File: src/design/ggc_defines.svh
// constants of the global clock and control block
`ifndef GGC_DEFINES_SVH
`define GGC_DEFINES_SVH

// ----------------------------------------
// timing
// ----------------------------------------
`define GGC_CLOCK_HZ          100000000
`define GGC_RESET_MIN_NS      100
`define GGC_READY_DELAY_MS    2
`define GGC_READY_CYCLES      (`GGC_READY_DELAY_MS * (`GGC_CLOCK_HZ / 1000))

// ----------------------------------------
// clock generator
// ----------------------------------------
`define GGC_RATE_W            14
`define GGC_T1_RATE_KHZ       14'h0608
`define GGC_E1_RATE_KHZ       14'h0800
`define GGC_MULT_BASE         3'h1
`define GGC_CLKSEL_FAMILY_BIT 2

// ----------------------------------------
// widths
// ----------------------------------------
`define GGC_ADDR_W            10
`define GGC_DATA_W            8
`define GGC_LINKS             4
`define GGC_GPIO_W            2

// ----------------------------------------
// register map and fields
// ----------------------------------------
`define GGC_OFS_GPIO_CTRL     10'h006
`define GGC_OFS_REF_SEL       10'h007
`define GGC_OFS_REF_FALLBACK  10'h03e
`define GGC_GPIO_DIR_LSB      0
`define GGC_GPIO_LEVEL_LSB    2
`define GGC_REF_FIRST_LSB     0
`define GGC_REF_SECOND_LSB    3
`define GGC_FALLBACK_HIGH_BIT 0

// ----------------------------------------
// reset values
// ----------------------------------------
`define GGC_GPIO_DIR_RESET    2'h0
`define GGC_GPIO_LEVEL_RESET  2'h0
`define GGC_REF_CHOICE_RESET  2'h0
`define GGC_FALLBACK_RESET    1'h0
`define GGC_HOST_IDLE         21'h1c0000
`define GGC_PIN_SYNC_RESET    11'h400

`endif

File: src/design/ggc_pkg.sv
// types shared by the global clock and control block
package ggc_pkg;
`include "ggc_defines.svh"

	// host parallel port pins, sampled together
	typedef struct packed {
		logic                   cs_n;
		logic                   rd_n;
		logic                   wr_n;
		logic [`GGC_ADDR_W-1:0] addr;
		logic [`GGC_DATA_W-1:0] wdata;
	} ggc_host_bus_type;

	// software visible control fields
	typedef struct packed {
		logic [`GGC_GPIO_W-1:0] gpio_dir;
		logic [`GGC_GPIO_W-1:0] gpio_level;
		logic [1:0]             first_ref_link_choice;
		logic [1:0]             second_ref_link_choice;
		logic                   ref_fallback_high_select;
	} ggc_regs_type;

	// register access state, gray along wait-idle-held
	typedef enum logic [1:0] {
		ACC_WAIT = 2'b00,
		ACC_IDLE = 2'b01,
		ACC_HELD = 2'b11
	} ggc_access_state_type;

endpackage : ggc_pkg

File: src/design/ggc_sync.sv
// three-stage pin synchroniser with agreement filter
`timescale 1ns/1ps
module ggc_sync #(
	parameter int               WIDTH       = 1,
	parameter logic [WIDTH-1:0] RESET_VALUE = '0
) (
	// clock and reset
	input  wire logic             clock,
	input  wire logic             reset_n,
	// pins and filtered levels
	input  wire logic [WIDTH-1:0] async_in,
	output logic      [WIDTH-1:0] level
);
	logic [WIDTH-1:0] stage1;
	logic [WIDTH-1:0] stage2;
	logic [WIDTH-1:0] stage3;
	wire  [WIDTH-1:0] agree = ~(stage2 ^ stage3);

	// stage1 feeds stage2 only; a bit moves once stages two and three agree
	always_ff @(posedge clock or negedge reset_n) begin
		if (!reset_n) begin
			stage1 <= RESET_VALUE;
			stage2 <= RESET_VALUE;
			stage3 <= RESET_VALUE;
			level  <= RESET_VALUE;
		end else begin
			stage1 <= async_in;
			stage2 <= stage1;
			stage3 <= stage2;
			level  <= (level & ~agree) | (stage3 & agree);
		end
	end
endmodule : ggc_sync

File: src/design/ggc_rate_gen.sv
// fractional edge divider: toggles its output at step/modulus of the tick rate
`timescale 1ns/1ps
module ggc_rate_gen #(
	parameter int WIDTH = 14
) (
	// clock and reset
	input  wire logic             clock,
	input  wire logic             reset_n,
	// rate control
	input  wire logic             tick,
	input  wire logic [WIDTH-1:0] step,
	input  wire logic [WIDTH-1:0] modulus,
	// generated clock
	output logic                  clk_out
);
	logic [WIDTH-1:0] acc;
	wire  [WIDTH:0]   sum  = {1'b0, acc} + {1'b0, step};
	wire              wrap = sum >= {1'b0, modulus};
	wire  [WIDTH-1:0] next_acc = wrap ? WIDTH'(sum - {1'b0, modulus}) : sum[WIDTH-1:0];

	// a step that divides the modulus evenly gives a plain divide; any other smaller step gives a dithered rate
	// limitation: one toggle per tick at most, so a rate above the master rate saturates at it
	always_ff @(posedge clock or negedge reset_n) begin
		if (!reset_n) begin
			acc     <= '0;
			clk_out <= 1'b0;
		end else if (tick) begin
			acc     <= next_acc;
			clk_out <= clk_out ^ wrap;
		end
	end
endmodule : ggc_rate_gen

File: src/design/ggc_top.sv
// chip level clock, reference routing and control pins with host registers
`timescale 1ns/1ps
`include "ggc_defines.svh"
module ggc_top #(
	parameter int READY_CYCLES = `GGC_READY_CYCLES
) (
	// clock and reset
	input  wire logic                      CLOCK,
	input  wire logic                      RESET_N,
	// master clock and its selection pins
	input  wire logic                      MASTER_CLOCK_IN,
	input  wire logic [2:0]                CLOCK_SELECT,
	output logic                           INVERTED_CLOCK_OUT,
	output logic                           GEN_OUT_T1_RATE,
	output logic                           GEN_OUT_E1_RATE,
	// recovered clocks and reference outputs
	input  wire logic [`GGC_LINKS-1:0]     RECOVERED_CLOCK,
	input  wire logic [`GGC_LINKS-1:0]     SIGNAL_LOSS,
	output logic                           RECOVERED_REF_FIRST,
	output logic                           RECOVERED_REF_SECOND,
	// host register port
	input  wire ggc_pkg::ggc_host_bus_type HOST_BUS,
	output logic [`GGC_DATA_W-1:0]         HOST_DATA_OUT,
	output logic                           HOST_DATA_OE,
	// general purpose pins
	input  wire logic [`GGC_GPIO_W-1:0]    GPIO_IN,
	output logic [`GGC_GPIO_W-1:0]         GPIO_OUT,
	output logic [`GGC_GPIO_W-1:0]         GPIO_OE,
	// line driver pairs
	input  wire logic                      LINE_DRIVER_TRISTATE,
	input  wire logic [`GGC_LINKS-1:0]     LINE_POS_DATA,
	input  wire logic [`GGC_LINKS-1:0]     LINE_NEG_DATA,
	output logic [`GGC_LINKS-1:0]          LINE_OUT_POSITIVE,
	output logic [`GGC_LINKS-1:0]          LINE_OUT_NEGATIVE,
	output logic [`GGC_LINKS-1:0]          LINE_OUT_OE,
	// interrupt
	input  wire logic [`GGC_LINKS-1:0]     INTERRUPT_SOURCE,
	output logic                           INTERRUPT_N_OUT,
	output logic                           INTERRUPT_N_OE
);
	import ggc_pkg::*;

	localparam int CNT_W = $clog2(READY_CYCLES + 1);

	// ----------------------------------------
	// pin synchronisers
	// ----------------------------------------
	logic                   master_sync;
	logic [2:0]             clock_select_sync;
	logic [`GGC_LINKS-1:0]  recovered_sync;
	logic [`GGC_GPIO_W-1:0] gpio_sync;
	logic                   tristate_sync;
	ggc_host_bus_type       host;

	// every pin here is asynchronous to CLOCK; tristate comes up high so the pairs float until the pin is known
	ggc_sync #(
		.WIDTH       (11),
		.RESET_VALUE (`GGC_PIN_SYNC_RESET)
	) u_pin_sync (
		.clock    (CLOCK),
		.reset_n  (RESET_N),
		.async_in ({LINE_DRIVER_TRISTATE, GPIO_IN, RECOVERED_CLOCK, CLOCK_SELECT, MASTER_CLOCK_IN}),
		.level    ({tristate_sync, gpio_sync, recovered_sync, clock_select_sync, master_sync})
	);

	// strobes come up inactive so no access is seen at reset
	ggc_sync #(
		.WIDTH       ($bits(ggc_host_bus_type)),
		.RESET_VALUE (`GGC_HOST_IDLE)
	) u_host_sync (
		.clock    (CLOCK),
		.reset_n  (RESET_N),
		.async_in (HOST_BUS),
		.level    (host)
	);

	// ----------------------------------------
	// master clock edges
	// ----------------------------------------
	logic master_prev;

	// both edges count, so a divide by one still toggles once per half period
	always_ff @(posedge CLOCK or negedge RESET_N) begin
		if (!RESET_N) begin
			master_prev <= 1'b0;
		end else begin
			master_prev <= master_sync;
		end
	end

	wire master_tick = master_sync ^ master_prev;

	// inverted copy; it lags the pin by the synchroniser delay plus one register
	always_ff @(posedge CLOCK or negedge RESET_N) begin
		if (!RESET_N) begin
			INVERTED_CLOCK_OUT <= 1'b1;
		end else begin
			INVERTED_CLOCK_OUT <= ~master_sync;
		end
	end

	// ----------------------------------------
	// clock generator
	// ----------------------------------------
	// modulus is the master rate in kHz, so each output steps by its own rate
	wire                  family_e1 = clock_select_sync[`GGC_CLKSEL_FAMILY_BIT];
	wire [2:0]            mult_n = {1'b0, clock_select_sync[1:0]} + `GGC_MULT_BASE;
	wire [`GGC_RATE_W-1:0] family_rate = family_e1 ? `GGC_E1_RATE_KHZ : `GGC_T1_RATE_KHZ;
	wire [`GGC_RATE_W-1:0] rate_modulus = `GGC_RATE_W'(family_rate * mult_n);

	// same family is an exact divide by N; the other family is dithered, except e1 on a T1 master at N = 1, which saturates at the master rate
	ggc_rate_gen #(
		.WIDTH (`GGC_RATE_W)
	) u_t1_gen (
		.clock   (CLOCK),
		.reset_n (RESET_N),
		.tick    (master_tick),
		.step    (`GGC_T1_RATE_KHZ),
		.modulus (rate_modulus),
		.clk_out (GEN_OUT_T1_RATE)
	);

	ggc_rate_gen #(
		.WIDTH (`GGC_RATE_W)
	) u_e1_gen (
		.clock   (CLOCK),
		.reset_n (RESET_N),
		.tick    (master_tick),
		.step    (`GGC_E1_RATE_KHZ),
		.modulus (rate_modulus),
		.clk_out (GEN_OUT_E1_RATE)
	);

	// ----------------------------------------
	// registers and access control
	// ----------------------------------------
	ggc_regs_type         regs;
	ggc_regs_type         next_regs;
	ggc_access_state_type acc_state;
	ggc_access_state_type next_acc_state;
	logic [CNT_W-1:0]     ready_count;

	// address decode and strobes
	wire ready_done = ready_count == CNT_W'(READY_CYCLES - 1);
	wire host_sel   = !host.cs_n;
	wire write_req  = host_sel && !host.wr_n;
	wire read_req   = host_sel && !host.rd_n && acc_state != ACC_WAIT;
	wire write_now  = acc_state == ACC_IDLE && write_req;
	wire hit_gpio   = host.addr == `GGC_OFS_GPIO_CTRL;
	wire hit_sel    = host.addr == `GGC_OFS_REF_SEL;
	wire hit_fb     = host.addr == `GGC_OFS_REF_FALLBACK;

	// a held write strobe stores once; the next needs the strobe to rise
	always_comb begin
		next_acc_state = acc_state;
		unique case (acc_state)
			ACC_WAIT: next_acc_state = ready_done ? ACC_IDLE : ACC_WAIT;
			ACC_IDLE: next_acc_state = write_req ? ACC_HELD : ACC_IDLE;
			ACC_HELD: next_acc_state = write_req ? ACC_HELD : ACC_IDLE;
			default:  next_acc_state = ACC_WAIT;
		endcase
	end

	// field updates on a write
	always_comb begin
		next_regs = regs;
		if (write_now && hit_gpio) begin
			next_regs.gpio_dir   = host.wdata[`GGC_GPIO_DIR_LSB +: `GGC_GPIO_W];
			next_regs.gpio_level = host.wdata[`GGC_GPIO_LEVEL_LSB +: `GGC_GPIO_W];
		end
		if (write_now && hit_sel) begin
			next_regs.first_ref_link_choice  = host.wdata[`GGC_REF_FIRST_LSB +: 2];
			next_regs.second_ref_link_choice = host.wdata[`GGC_REF_SECOND_LSB +: 2];
		end
		if (write_now && hit_fb) begin
			next_regs.ref_fallback_high_select = host.wdata[`GGC_FALLBACK_HIGH_BIT];
		end
	end

	// any low reset restarts the settling delay from zero
	always_ff @(posedge CLOCK or negedge RESET_N) begin
		if (!RESET_N) begin
			acc_state   <= ACC_WAIT;
			ready_count <= '0;
		end else begin
			acc_state   <= next_acc_state;
			ready_count <= (acc_state == ACC_WAIT) ? ready_count + 1'b1 : '0;
		end
	end

	// control fields
	always_ff @(posedge CLOCK or negedge RESET_N) begin
		if (!RESET_N) begin
			regs.gpio_dir                 <= `GGC_GPIO_DIR_RESET;
			regs.gpio_level               <= `GGC_GPIO_LEVEL_RESET;
			regs.first_ref_link_choice    <= `GGC_REF_CHOICE_RESET;
			regs.second_ref_link_choice   <= `GGC_REF_CHOICE_RESET;
			regs.ref_fallback_high_select <= `GGC_FALLBACK_RESET;
		end else begin
			regs <= next_regs;
		end
	end

	// ----------------------------------------
	// read data
	// ----------------------------------------
	// input pins show the live level, output pins the stored one
	wire [`GGC_GPIO_W-1:0] level_view = (regs.gpio_dir & regs.gpio_level) | (~regs.gpio_dir & gpio_sync);
	wire [`GGC_DATA_W-1:0] gpio_word = (`GGC_DATA_W'(regs.gpio_dir) << `GGC_GPIO_DIR_LSB)
		| (`GGC_DATA_W'(level_view) << `GGC_GPIO_LEVEL_LSB);
	wire [`GGC_DATA_W-1:0] sel_word = (`GGC_DATA_W'(regs.first_ref_link_choice) << `GGC_REF_FIRST_LSB)
		| (`GGC_DATA_W'(regs.second_ref_link_choice) << `GGC_REF_SECOND_LSB);
	wire [`GGC_DATA_W-1:0] fb_word = `GGC_DATA_W'(regs.ref_fallback_high_select) << `GGC_FALLBACK_HIGH_BIT;
	wire [`GGC_DATA_W-1:0] read_word = hit_gpio ? gpio_word :
		hit_sel ? sel_word :
		hit_fb ? fb_word : '0;

	// data bus driven only while a read strobe is seen after the delay
	always_ff @(posedge CLOCK or negedge RESET_N) begin
		if (!RESET_N) begin
			HOST_DATA_OUT <= '0;
			HOST_DATA_OE  <= 1'b0;
		end else begin
			HOST_DATA_OUT <= read_word;
			HOST_DATA_OE  <= read_req;
		end
	end

	// ----------------------------------------
	// reference clock routing
	// ----------------------------------------
	// loss is taken from the link that each output has chosen
	wire first_loss  = SIGNAL_LOSS[regs.first_ref_link_choice];
	wire second_loss = SIGNAL_LOSS[regs.second_ref_link_choice];
	wire fallback    = regs.ref_fallback_high_select ? 1'b1 : master_sync;
	wire next_ref_first  = first_loss ? fallback : recovered_sync[regs.first_ref_link_choice];
	wire next_ref_second = second_loss ? fallback : recovered_sync[regs.second_ref_link_choice];

	// registered so the outputs are glitch free when the selection changes
	always_ff @(posedge CLOCK or negedge RESET_N) begin
		if (!RESET_N) begin
			RECOVERED_REF_FIRST  <= 1'b0;
			RECOVERED_REF_SECOND <= 1'b0;
		end else begin
			RECOVERED_REF_FIRST  <= next_ref_first;
			RECOVERED_REF_SECOND <= next_ref_second;
		end
	end

	// ----------------------------------------
	// general purpose pins, line drivers, interrupt
	// ----------------------------------------
	always_ff @(posedge CLOCK or negedge RESET_N) begin
		if (!RESET_N) begin
			GPIO_OUT <= `GGC_GPIO_LEVEL_RESET;
			GPIO_OE  <= `GGC_GPIO_DIR_RESET;
		end else begin
			GPIO_OUT <= regs.gpio_level;
			GPIO_OE  <= regs.gpio_dir;
		end
	end

	// line pairs float from reset until the tristate level is known low
	always_ff @(posedge CLOCK or negedge RESET_N) begin
		if (!RESET_N) begin
			LINE_OUT_POSITIVE <= '0;
			LINE_OUT_NEGATIVE <= '0;
			LINE_OUT_OE       <= '0;
		end else begin
			LINE_OUT_POSITIVE <= LINE_POS_DATA;
			LINE_OUT_NEGATIVE <= LINE_NEG_DATA;
			LINE_OUT_OE       <= {`GGC_LINKS{~tristate_sync}};
		end
	end

	// open drain: pull low while any source is still set, release otherwise
	always_ff @(posedge CLOCK or negedge RESET_N) begin
		if (!RESET_N) begin
			INTERRUPT_N_OUT <= 1'b1;
			INTERRUPT_N_OE  <= 1'b0;
		end else begin
			INTERRUPT_N_OUT <= ~|INTERRUPT_SOURCE;
			INTERRUPT_N_OE  <= |INTERRUPT_SOURCE;
		end
	end
endmodule : ggc_top

File: config.mk
export PLATFORM = sky130hd
export DESIGN_NAME = ggc_top
export DESIGN_NICKNAME = d
export VERILOG_FILES = /design/src/design/ggc_pkg.sv /design/src/design/ggc_sync.sv /design/src/design/ggc_rate_gen.sv /design/src/design/ggc_top.sv
export VERILOG_INCLUDE_DIRS = /design/src /design/src/design
export SDC_FILE = /design/constraint.sdc
export NUM_CORES = 1
export LEC_CHECK = 0
export ABC_AREA = 1
export BUFFER_PORTS_ARGS = -buffer_cell sky130_fd_sc_hd__buf_2
export CORE_UTILIZATION = 63
export DETAILED_ROUTE_END_ITERATION = 8
export HOLD_SLACK_MARGIN = 0.06
export PLACE_DENSITY = 0.85
export SLEW_MARGIN = 20
export SYNTH_ARGS = -nofsm -noshare
export SYNTH_HDL_FRONTEND = slang
export SYNTH_SLANG_ARGS = --single-unit
File: constraint.sdc
create_clock -name CLOCK -period 10.5 [get_ports CLOCK]
set_input_delay 0 -clock CLOCK [delete_from_list [all_inputs] [get_ports CLOCK]]
set_output_delay 0 -clock CLOCK [all_outputs]
set_load 0.01 [all_outputs]
==> flow_metrics.env, run 1 <==
export IMPL_run_status="finished clean"
export IMPL_asyncSetResetFlopFracSynth=1.000
export IMPL_synthCells=764
export IMPL_timing_reg2reg_setup_slack_ns=6.38
export IMPL_count_of_distinct_cell_types_in_the_synthesized_netlist=43
export IMPL_final_layout_size_suffix_gt1_frac=0.1715
export IMPL_final_net_count=967
export IMPL_wl_per_cell_um=18.03
export IMPL_final_hold_violation_count=0
export IMPL_met1_routed_length_um=7543
export IMPL_vdd_ir_drop_worst_v=0.0001881
export IMPL_synth_top_area_frac=0.5508
export IMPL_place_port_buffers=75
export IMPL_cell_types_with_the_largest_area_share_after_synthesis="sky130_fd_sc_hd__dfrtp_1 55%, sky130_fd_sc_hd__nand2_1 7.3%, sky130_fd_sc_hd__dfstp_2 5.9%, sky130_fd_sc_hd__inv_1 3.8%, sky130_fd_sc_hd__ha_1 3.8%"
export IMPL_synthesis_area_um2=7996
export IMPL_detail_route_drc_violations=0
export IMPL_power_share_combinational=0.410
export IMPL_worstSkewPairLatency_ns=0.44
export IMPL_post_synth_top_count_cell="sky130_fd_sc_hd__dfrtp_1"
export IMPL_clock_tree_from_tritoncts="done"
export IMPL_setup_viol=0
export IMPL_core_area_um2=12210
export IMPL_area_growth_syn_to_layout_pct=19.18
export IMPL_place_gp_congestion=0.9078
export IMPL_yosys_most_used_dff="sky130_fd_sc_hd__dfrtp_1"
export IMPL_floorplan_die_width_um=114.7
export IMPL_critPathSlowestCell="sky130_fd_sc_hd__fa_1"
export IMPL_first_global_vias=6316
export IMPL_ff2ff_path_depth=17
export IMPL_critical_path_max_stage_delay_ns=0.47
export IMPL_layout_min_cycle_time_ns=4.122
export IMPL_max_used_layer="met4"
export IMPL_min_delay_worst_endpoint="LINE_OUT_POSITIVE[1]$_DFF_PN0_"
export IMPL_cts_max_level=4
export IMPL_critPathKind="flip-flop to flip-flop"
export IMPL_largest_net_degree_at_the_start_of_global_routing=108
export IMPL_share_of_synthesized_cell_area_in_full_adder_half_adder_and_majority_cells=0.07886
export IMPL_yosys_warnings=0
export IMPL_detailed_route_wire_length_um=19330
export IMPL_rsz0062_at_grt="no"
export IMPL_remaining_antenna_violation_count=0
export IMPL_clk_root_buffer_cell="sky130_fd_sc_hd__clkbuf_16"
export IMPL_post_cts_setup_buffers=0
export IMPL_synth_mux_area_fraction=0.002660
export IMPL_total_switching_power_mw=1.070
export IMPL_synth_xor_xnor_area_share=0.02504
export IMPL_start_util=0.6548
export IMPL_detailroute_wirelength_met3_um=1044
export IMPL_post_route_worst_setup_slack_ns=6.378
export IMPL_area_fraction_in_and_or_nand_and_nor_cells_after_synthesis=0.1820
export IMPL_end_kind="flip-flop"
export IMPL_p_int_mw=1.527
export IMPL_power_switching_share=0.4120
export IMPL_post_route_period_util=0.3926
export IMPL_preCtsSetupSlack_ns=6.562
export IMPL_num_clock_sinks=194
export IMPL_synth_compound_gate_area_share=0.05007
export IMPL_synth_yosys_seq_area_share=0.6099
export IMPL_clock_transition_at_the_registers_of_the_reported_paths_ns=0.08
export IMPL_fin_worst_skew_ns=0.01344
export IMPL_tritoncts_num_buffers=17
export IMPL_crit_path_start_kind="flip-flop"
export IMPL_setup_tns_ns=0
export IMPL_min_delay_start="LINE_POS_DATA[1]"
export IMPL_track_usage=0.3242
export IMPL_initial_antenna_violation_count=0
export IMPL_synth_edf_count=0
export IMPL_r2r_end="u_t1_gen.acc[4]$_DFFE_PN0N_"
export IMPL_top_level_ports=82
export IMPL_total_of_hold_buffers_inserted_after_clock_tree_synthesis=44
export IMPL_rows=40
export IMPL_sequentialPowerShare=0.350
export IMPL_num_fill_cells=687
export IMPL_crit_chain="ha_1, inv_1, nor2_1, fa_1, ha_1, inv_1, fa_1, ha_1, a21oi_1, nor2_1, nor2_1, nand3_1, nor2_2, nand2_2, nand2_1, nand2_1, o21ai_1"
export IMPL_ys_top_cells_by_count="176 x sky130_fd_sc_hd__dfrtp_1, 155 x sky130_fd_sc_hd__nand2_1, 82 x sky130_fd_sc_hd__inv_1"
export IMPL_detail_placement_hpwl_um=10630
export IMPL_floorplan_die_area_um2=13150
export IMPL_clock_fmax_mhz=242.6
export IMPL_post_cts_resized=0
export IMPL_synth_largest_area_cell="sky130_fd_sc_hd__dfrtp_1"
export IMPL_vias_per_cell=5.584
export IMPL_global_route_wire_length_before_repair_um=31460
export IMPL_dr_wl_met2_um=10030
export IMPL_worst_slew_pin_transition_ns=0.8279
export IMPL_max_slew_margin=0.4460
export IMPL_hold_class="input port to flip-flop"
export IMPL_antenna_diode_count=0
export IMPL_combinational_family_with_the_most_area_after_synthesis="simple AND/OR/NAND/NOR gates"
export IMPL_synth_seq_cells=194
export IMPL_final_count_of_pins_violating_max_slew=0
export IMPL_timing_critical_path_arrival_ns=4.47
export IMPL_dpl_cell_count=996
export IMPL_height_of_the_die_um=114.7
export IMPL_power_leakage_nw=4.650
export IMPL_required_ns=10.85
export IMPL_worstPathMaxFanout=11
export IMPL_drt_initial_drc_count=511
export IMPL_detailedRoute_firstPassIterationCount=5
export IMPL_grt_overflow_total=0
export IMPL_hold_path_cells=2
export IMPL_power_density_nw_per_um2=272.5
export IMPL_vias=5986
export IMPL_clockPowerShare=0.239
export IMPL_ctsLongestPathBuffers=2
export IMPL_max_cap_violations=0
export IMPL_final_cells=1072
export IMPL_synth_avg_cell_area_um2=10.47
==> area by class of cell <==
cell class              count  area (um^2)  area share
well taps                 168        210.2     0.02206
multi-input cells         473         2726      0.2861
inverters                  85        319.1     0.03348
flip-flops and latches    194         4877      0.5118
clock inverters            14        122.6     0.01287
clock buffers              18        439.2     0.04608
repair buffers            120        835.8     0.08770
==> power groups by stage <==
stage,Clock [mW],Sequential [mW],Combinational (mW)
final,0.621,0.910,1.07
after global routing,0.656,0.920,1.18
after CTS,0.621,0.906,1.01
after detailed placement,0,0.917,0.983
after global placement,0,0.910,0.931
after floorplan,0,0.901,0.796
==> logic make-up after synthesis <==
kind of cell	Yosys count
AND/OR/NAND/NOR	319
multiplexers	2
buffers and inverters	99
XOR/XNOR	22
adder cells (fa/ha/maj)	55
flip-flops	194
other	1
AO/OA/AOI/OAI	72
==> cells in the final DEF, fill, tap and decap left out, types with 4 or more instances in the layout <==
cell                            instances
sky130_fd_sc_hd__nand4_1               14
sky130_fd_sc_hd__a21oi_1               23
sky130_fd_sc_hd__dfrtp_1              176
sky130_fd_sc_hd__ha_1                  24
sky130_fd_sc_hd__o211ai_1               6
sky130_fd_sc_hd__nor4_1                 7
sky130_fd_sc_hd__o21ai_0               32
sky130_fd_sc_hd__nand2_2               11
sky130_fd_sc_hd__maj3_1                29
sky130_fd_sc_hd__clkbuf_16             17
sky130_fd_sc_hd__inv_1                 82
sky130_fd_sc_hd__nor3_1                18
sky130_fd_sc_hd__dlygate4sd3_1         44
sky130_fd_sc_hd__xnor2_1                6
sky130_fd_sc_hd__dfstp_2               18
sky130_fd_sc_hd__buf_2                 74
sky130_fd_sc_hd__nand3_1               42
sky130_fd_sc_hd__xor2_1                14
sky130_fd_sc_hd__nor2_1                58
sky130_fd_sc_hd__nand2_1              155
sky130_fd_sc_hd__a31oi_1                4
==> how the worst max path moves through the flow <==
| stage | start | to | slack [ns] | depth (start not counted) |
|---|---|---|---|---|
| floorplan | flip-flop | u_t1_gen.acc[8]$_DFFE_PN0N_ | 7.09 | 19 |
| global placement | flip-flop | u_e1_gen.acc[8]$_DFFE_PN0P_ | 6.72 | 15 |
| detailed placement | flip-flop | u_e1_gen.acc[8]$_DFFE_PN0P_ | 6.56 | 15 |
| CTS | flip-flop | u_e1_gen.acc[8]$_DFFE_PN0P_ | 6.51 | 15 |
| global route | flip-flop | u_t1_gen.acc[4]$_DFFE_PN0N_ | 6.06 | 17 |
| finish | flip-flop | u_t1_gen.acc[4]$_DFFE_PN0N_ | 6.38 | 17 |
==> metal layers <==
metal / track usage / vias to the layer above
met5: 0 / -
met4: 0.1472 / 0
met3: 0.08311 / 66
met2: 0.5576 / 247
met1: 0.3854 / 2940
li1: - / 2733
==> critical path: cells and delay by family, from the launching register on <==
| family | cells | cell delay, ns |
|---|---|---|
| buffers and inverters | 2 | 0.12 |
| AND/OR/NAND/NOR | 8 | 1.24 |
| flip-flops | 1 | 0.43 |
| adder cells (fa/ha/maj) | 5 | 1.81 |
| AO/OA/AOI/OAI | 2 | 0.42 |
==> through the flow <==
stage	hold slack [ns]	util	power, mW	instance area, um^2
floorplan	-0.2956	-	1.697	8004
global placement	0.1046	0.6974	1.841	8517
finish	0.2020	0.7804	2.597	9530
CTS	0.09157	0.7795	2.539	9519
global route	0.1936	0.7804	2.760	9530
detailed placement	0.1065	0.6974	1.900	8517
(Power assumes the default switching activity.)
==> run 2: changes to the inputs <==
ABC_AREA = 0   (was 1)
CORE_UTILIZATION = 53   (was 63)
PLACE_DENSITY = 0.77   (was 0.85)
clock period = 3.7 ns   (was 10.5 ns; I/O delays follow)
==> run 2 against run 1 <==
Effect of this change:
- non-clock buffer count grew 38
- register-to-register slack got worse by 6.5 ns
- critical endpoint is now u_t1_gen.acc[5]$_DFFE_PN0N_
- global-route usage down 9.1 points
- area after synthesis down 2.4%
- routed wire length is 15% lower
- critical path depth fell by 2
- the run now ends with negative setup slack left
- final cell count shrank 10%
- first-iteration DRC count fell by 28%
- sequential share of layout area is 1.3 points lower
- critical path type unchanged
==> flow_metrics.env, run 2 <==
export IMPL_clock_tree_from_tritoncts="done"
export IMPL_detail_placement_hpwl_um=10020
export IMPL_crit_path_start_kind="flip-flop"
export IMPL_place_area_um2=8508
export IMPL_detail_route_drc_violations=0
export IMPL_most_common_layout_cells="176 x sky130_fd_sc_hd__dfrtp_1, 74 x sky130_fd_sc_hd__buf_2, 48 x sky130_fd_sc_hd__nor2_1"
export IMPL_area_growth_syn_to_layout_pct=25.26
export IMPL_count_of_distinct_cell_types_in_the_synthesized_netlist=72
export IMPL_yosys_most_used_dff="sky130_fd_sc_hd__dfrtp_1"
export IMPL_cell_types_with_the_largest_area_share_after_synthesis="sky130_fd_sc_hd__dfrtp_1 56%, sky130_fd_sc_hd__dfstp_2 6.1%, sky130_fd_sc_hd__ha_1 3.8%, sky130_fd_sc_hd__maj3_1 3.7%, sky130_fd_sc_hd__nor2_1 2.4%"
export IMPL_fin_util=0.6932
export IMPL_r2r_end="u_t1_gen.acc[5]$_DFFE_PN0N_"
export IMPL_final_layout_size_suffix_gt1_frac=0.2921
export IMPL_postLayoutCellArea_um2=9772
export IMPL_post_synth_top_count_cell="sky130_fd_sc_hd__dfrtp_1"
export IMPL_required_ns=4.00
export IMPL_timing_reg2reg_setup_slack_ns=-0.12
export IMPL_total_switching_power_mw=2.893
export IMPL_top_level_ports=82
export IMPL_fin_worst_skew_ns=0.01125
export IMPL_synth_edf_count=0
export IMPL_synthCells=611
export IMPL_critPathKind="flip-flop to flip-flop"
export IMPL_power_switching_share=0.3720
export IMPL_end_kind="flip-flop"
export IMPL_run_status="finished, violations left"
export IMPL_worstSkewPairLatency_ns=0.43
export IMPL_vias=5265
export IMPL_yosys_warnings=0
export IMPL_worstPathMaxFanout=5
export IMPL_max_slew_margin=0.3865
export IMPL_synth_seq_cells=194
export IMPL_place_port_buffers=75
export IMPL_detailed_route_wire_length_um=16510
export IMPL_global_route_wire_length_before_repair_um=26770
export IMPL_p_int_mw=4.883
export IMPL_ff2ff_path_depth=15
export IMPL_vdd_ir_drop_worst_v=0.0005386
export IMPL_timing_critical_path_arrival_ns=4.12
export IMPL_final_count_of_pins_violating_max_slew=0
export IMPL_max_cap_violations=0
export IMPL_power_density_nw_per_um2=795.8
export IMPL_synthesis_area_um2=7801
export IMPL_drt_initial_drc_count=367
export IMPL_first_global_vias=5528
export IMPL_synth_largest_area_cell="sky130_fd_sc_hd__dfrtp_1"
export IMPL_start_util=0.5534
export IMPL_clock_transition_at_the_registers_of_the_reported_paths_ns=0.07
export IMPL_critical_path_max_stage_delay_ns=0.58
export IMPL_floorplan_die_width_um=123.3
export IMPL_floorplan_die_area_um2=15210
export IMPL_core_area_um2=14100
export IMPL_sequentialPowerShare=0.331
export IMPL_preCtsSetupSlack_ns=-0.1410
export IMPL_ctsLongestPathBuffers=2
export IMPL_crit_chain="ha_4, nand2b_4, inv_4, fa_1, ha_2, inv_2, fa_2, ha_4, inv_4, o21bai_4, a221o_1, a31oi_4, nand2_4, mux2_4, o22a_1"
export IMPL_rows=43
export IMPL_clock_fmax_mhz=262.1
export IMPL_post_route_worst_setup_slack_ns=-0.1152
export IMPL_post_route_period_util=1.031
export IMPL_num_clock_sinks=194
export IMPL_grt_overflow_total=0
export IMPL_track_usage=0.2335
export IMPL_min_delay_start="SIGNAL_LOSS[2]"
export IMPL_detailedRoute_firstPassIterationCount=4
export IMPL_asyncSetResetFlopFracSynth=1.000
export IMPL_layout_min_cycle_time_ns=3.815
export IMPL_tritoncts_num_buffers=17
export IMPL_antenna_diode_count=0
export IMPL_clockPowerShare=0.228
export IMPL_hold_path_cells=3
export IMPL_power_leakage_nw=4.384
export IMPL_initial_antenna_violation_count=0
export IMPL_failed_checks="negative setup slack"
export IMPL_final_hold_violation_count=0
export IMPL_ys_top_cells_by_count="176 x sky130_fd_sc_hd__dfrtp_1, 49 x sky130_fd_sc_hd__nor2_1, 32 x sky130_fd_sc_hd__nand2_1"
export IMPL_mostFrequentLayoutCell="sky130_fd_sc_hd__dfrtp_1"
export IMPL_worst_slew_pin_transition_ns=0.9203
export IMPL_power_share_combinational=0.441
export IMPL_setup_viol=3
export IMPL_wl_per_cell_um=17.13
export IMPL_final_net_count=847
export IMPL_synth_top_area_frac=0.5646
export IMPL_synth_avg_cell_area_um2=12.77
export IMPL_largest_net_degree_at_the_start_of_global_routing=115
export IMPL_critPathSlowestCell="sky130_fd_sc_hd__fa_2"
export IMPL_cts_max_level=4
export IMPL_rsz0062_at_grt="yes"
export IMPL_vias_per_cell=5.462
export IMPL_min_delay_worst_endpoint="RECOVERED_REF_SECOND$_DFF_PN0_"
export IMPL_synth_yosys_seq_area_share=0.6252
export IMPL_height_of_the_die_um=123.3
export IMPL_clk_root_buffer_cell="sky130_fd_sc_hd__clkbuf_16"
export IMPL_hold_class="input port to flip-flop"
export IMPL_place_gp_congestion=0.8447
export IMPL_remaining_antenna_violation_count=0
[run 2: logic make-up after synthesis]
family	Yosys count	synth area share
buffers and inverters	37	0.02823
other	1	0.0004807
muxes	17	0.02710
DFF	194	0.6252
xor gates and xnor gates	37	0.04154
AOI/OAI and AO/OA	90	0.07586
and+or+nand+nor	180	0.1208
adders and majority gates	55	0.08083
[run 2: layout make-up]
class / instances / area (um^2)
clock buffer: 20 / 456.7
clock inverter: 12 / 111.4
fill: 937 / 4324
inverter: 18 / 72.57
multi-input combinational: 382 / 2902
sequential: 194 / 4877
tap: 180 / 225.2
timing repair buffer: 158 / 1127
[run 2: layer usage]
layer,up-vias,part of all wire,track usage
li1,2477,-,-
met1,2626,0.42,0.2842
met2,132,0.53,0.4096
met3,30,0.038,0.05443
met4,0,0.019,0.07530
met5,-,0,0
[run 2: worst max path at each step]
stage | start | end | slack, ns
2_1_floorplan | flip-flop | u_t1_gen.acc[5]$_DFFE_PN0N_ | 0.002
5_1_grt | flip-flop | u_t1_gen.acc[5]$_DFFE_PN0N_ | -0.20
3_3_place_gp | flip-flop | u_t1_gen.acc[5]$_DFFE_PN0N_ | -0.002
3_5_place_dp | flip-flop | u_t1_gen.acc[5]$_DFFE_PN0N_ | -0.14
6_report | flip-flop | u_t1_gen.acc[5]$_DFFE_PN0N_ | -0.12
4_1_cts | flip-flop | u_t1_gen.acc[5]$_DFFE_PN0N_ | -0.12
[run 2: power by group through the flow]
stage | logic, mW | clock network, mW | registers, mW
after floorplan | 2.09 | 0 | 2.56
after global placement | 2.83 | 0 | 2.59
after detailed placement | 2.92 | 0 | 2.60
after CTS | 3.05 | 1.81 | 2.57
after global routing | 3.77 | 1.89 | 2.61
final | 3.43 | 1.77 | 2.58
[run 2: critical path, delay by kind of cell, from the launching register on]
kind,cells,cell delay (ns)
simple gates,2,0.19
compound gates,4,0.89
buf+inv,3,0.15
mux,1,0.31
flops,1,0.42
fa+ha+maj,5,1.74
[run 2: through the flow]
step | TNS, ns | hold slack [ns] | std cells | total power, mW
4_1_cts | -0.5797 | 0.1013 | 959 | 7.431
2_1_floorplan | 0 | -0.2956 | 613 | 4.648
3_5_place_dp | -0.7370 | 0.1062 | 878 | 5.522
5_1_grt | -0.8481 | 0.1121 | 964 | 8.262
3_3_place_gp | -0.001675 | 0.1064 | 878 | 5.419
6_report | -0.1579 | 0.1129 | 964 | 7.776
[run 2: timing repair]
item / in CTS / in global routing
buffers inserted: 9 / 5
endpoints found under the setup margin: 12 / 20
pin swaps: 2 / 16
hold buffers: 40 / 0
hold endpoints to repair: 147 / 0
resized for setup: 11 / 35
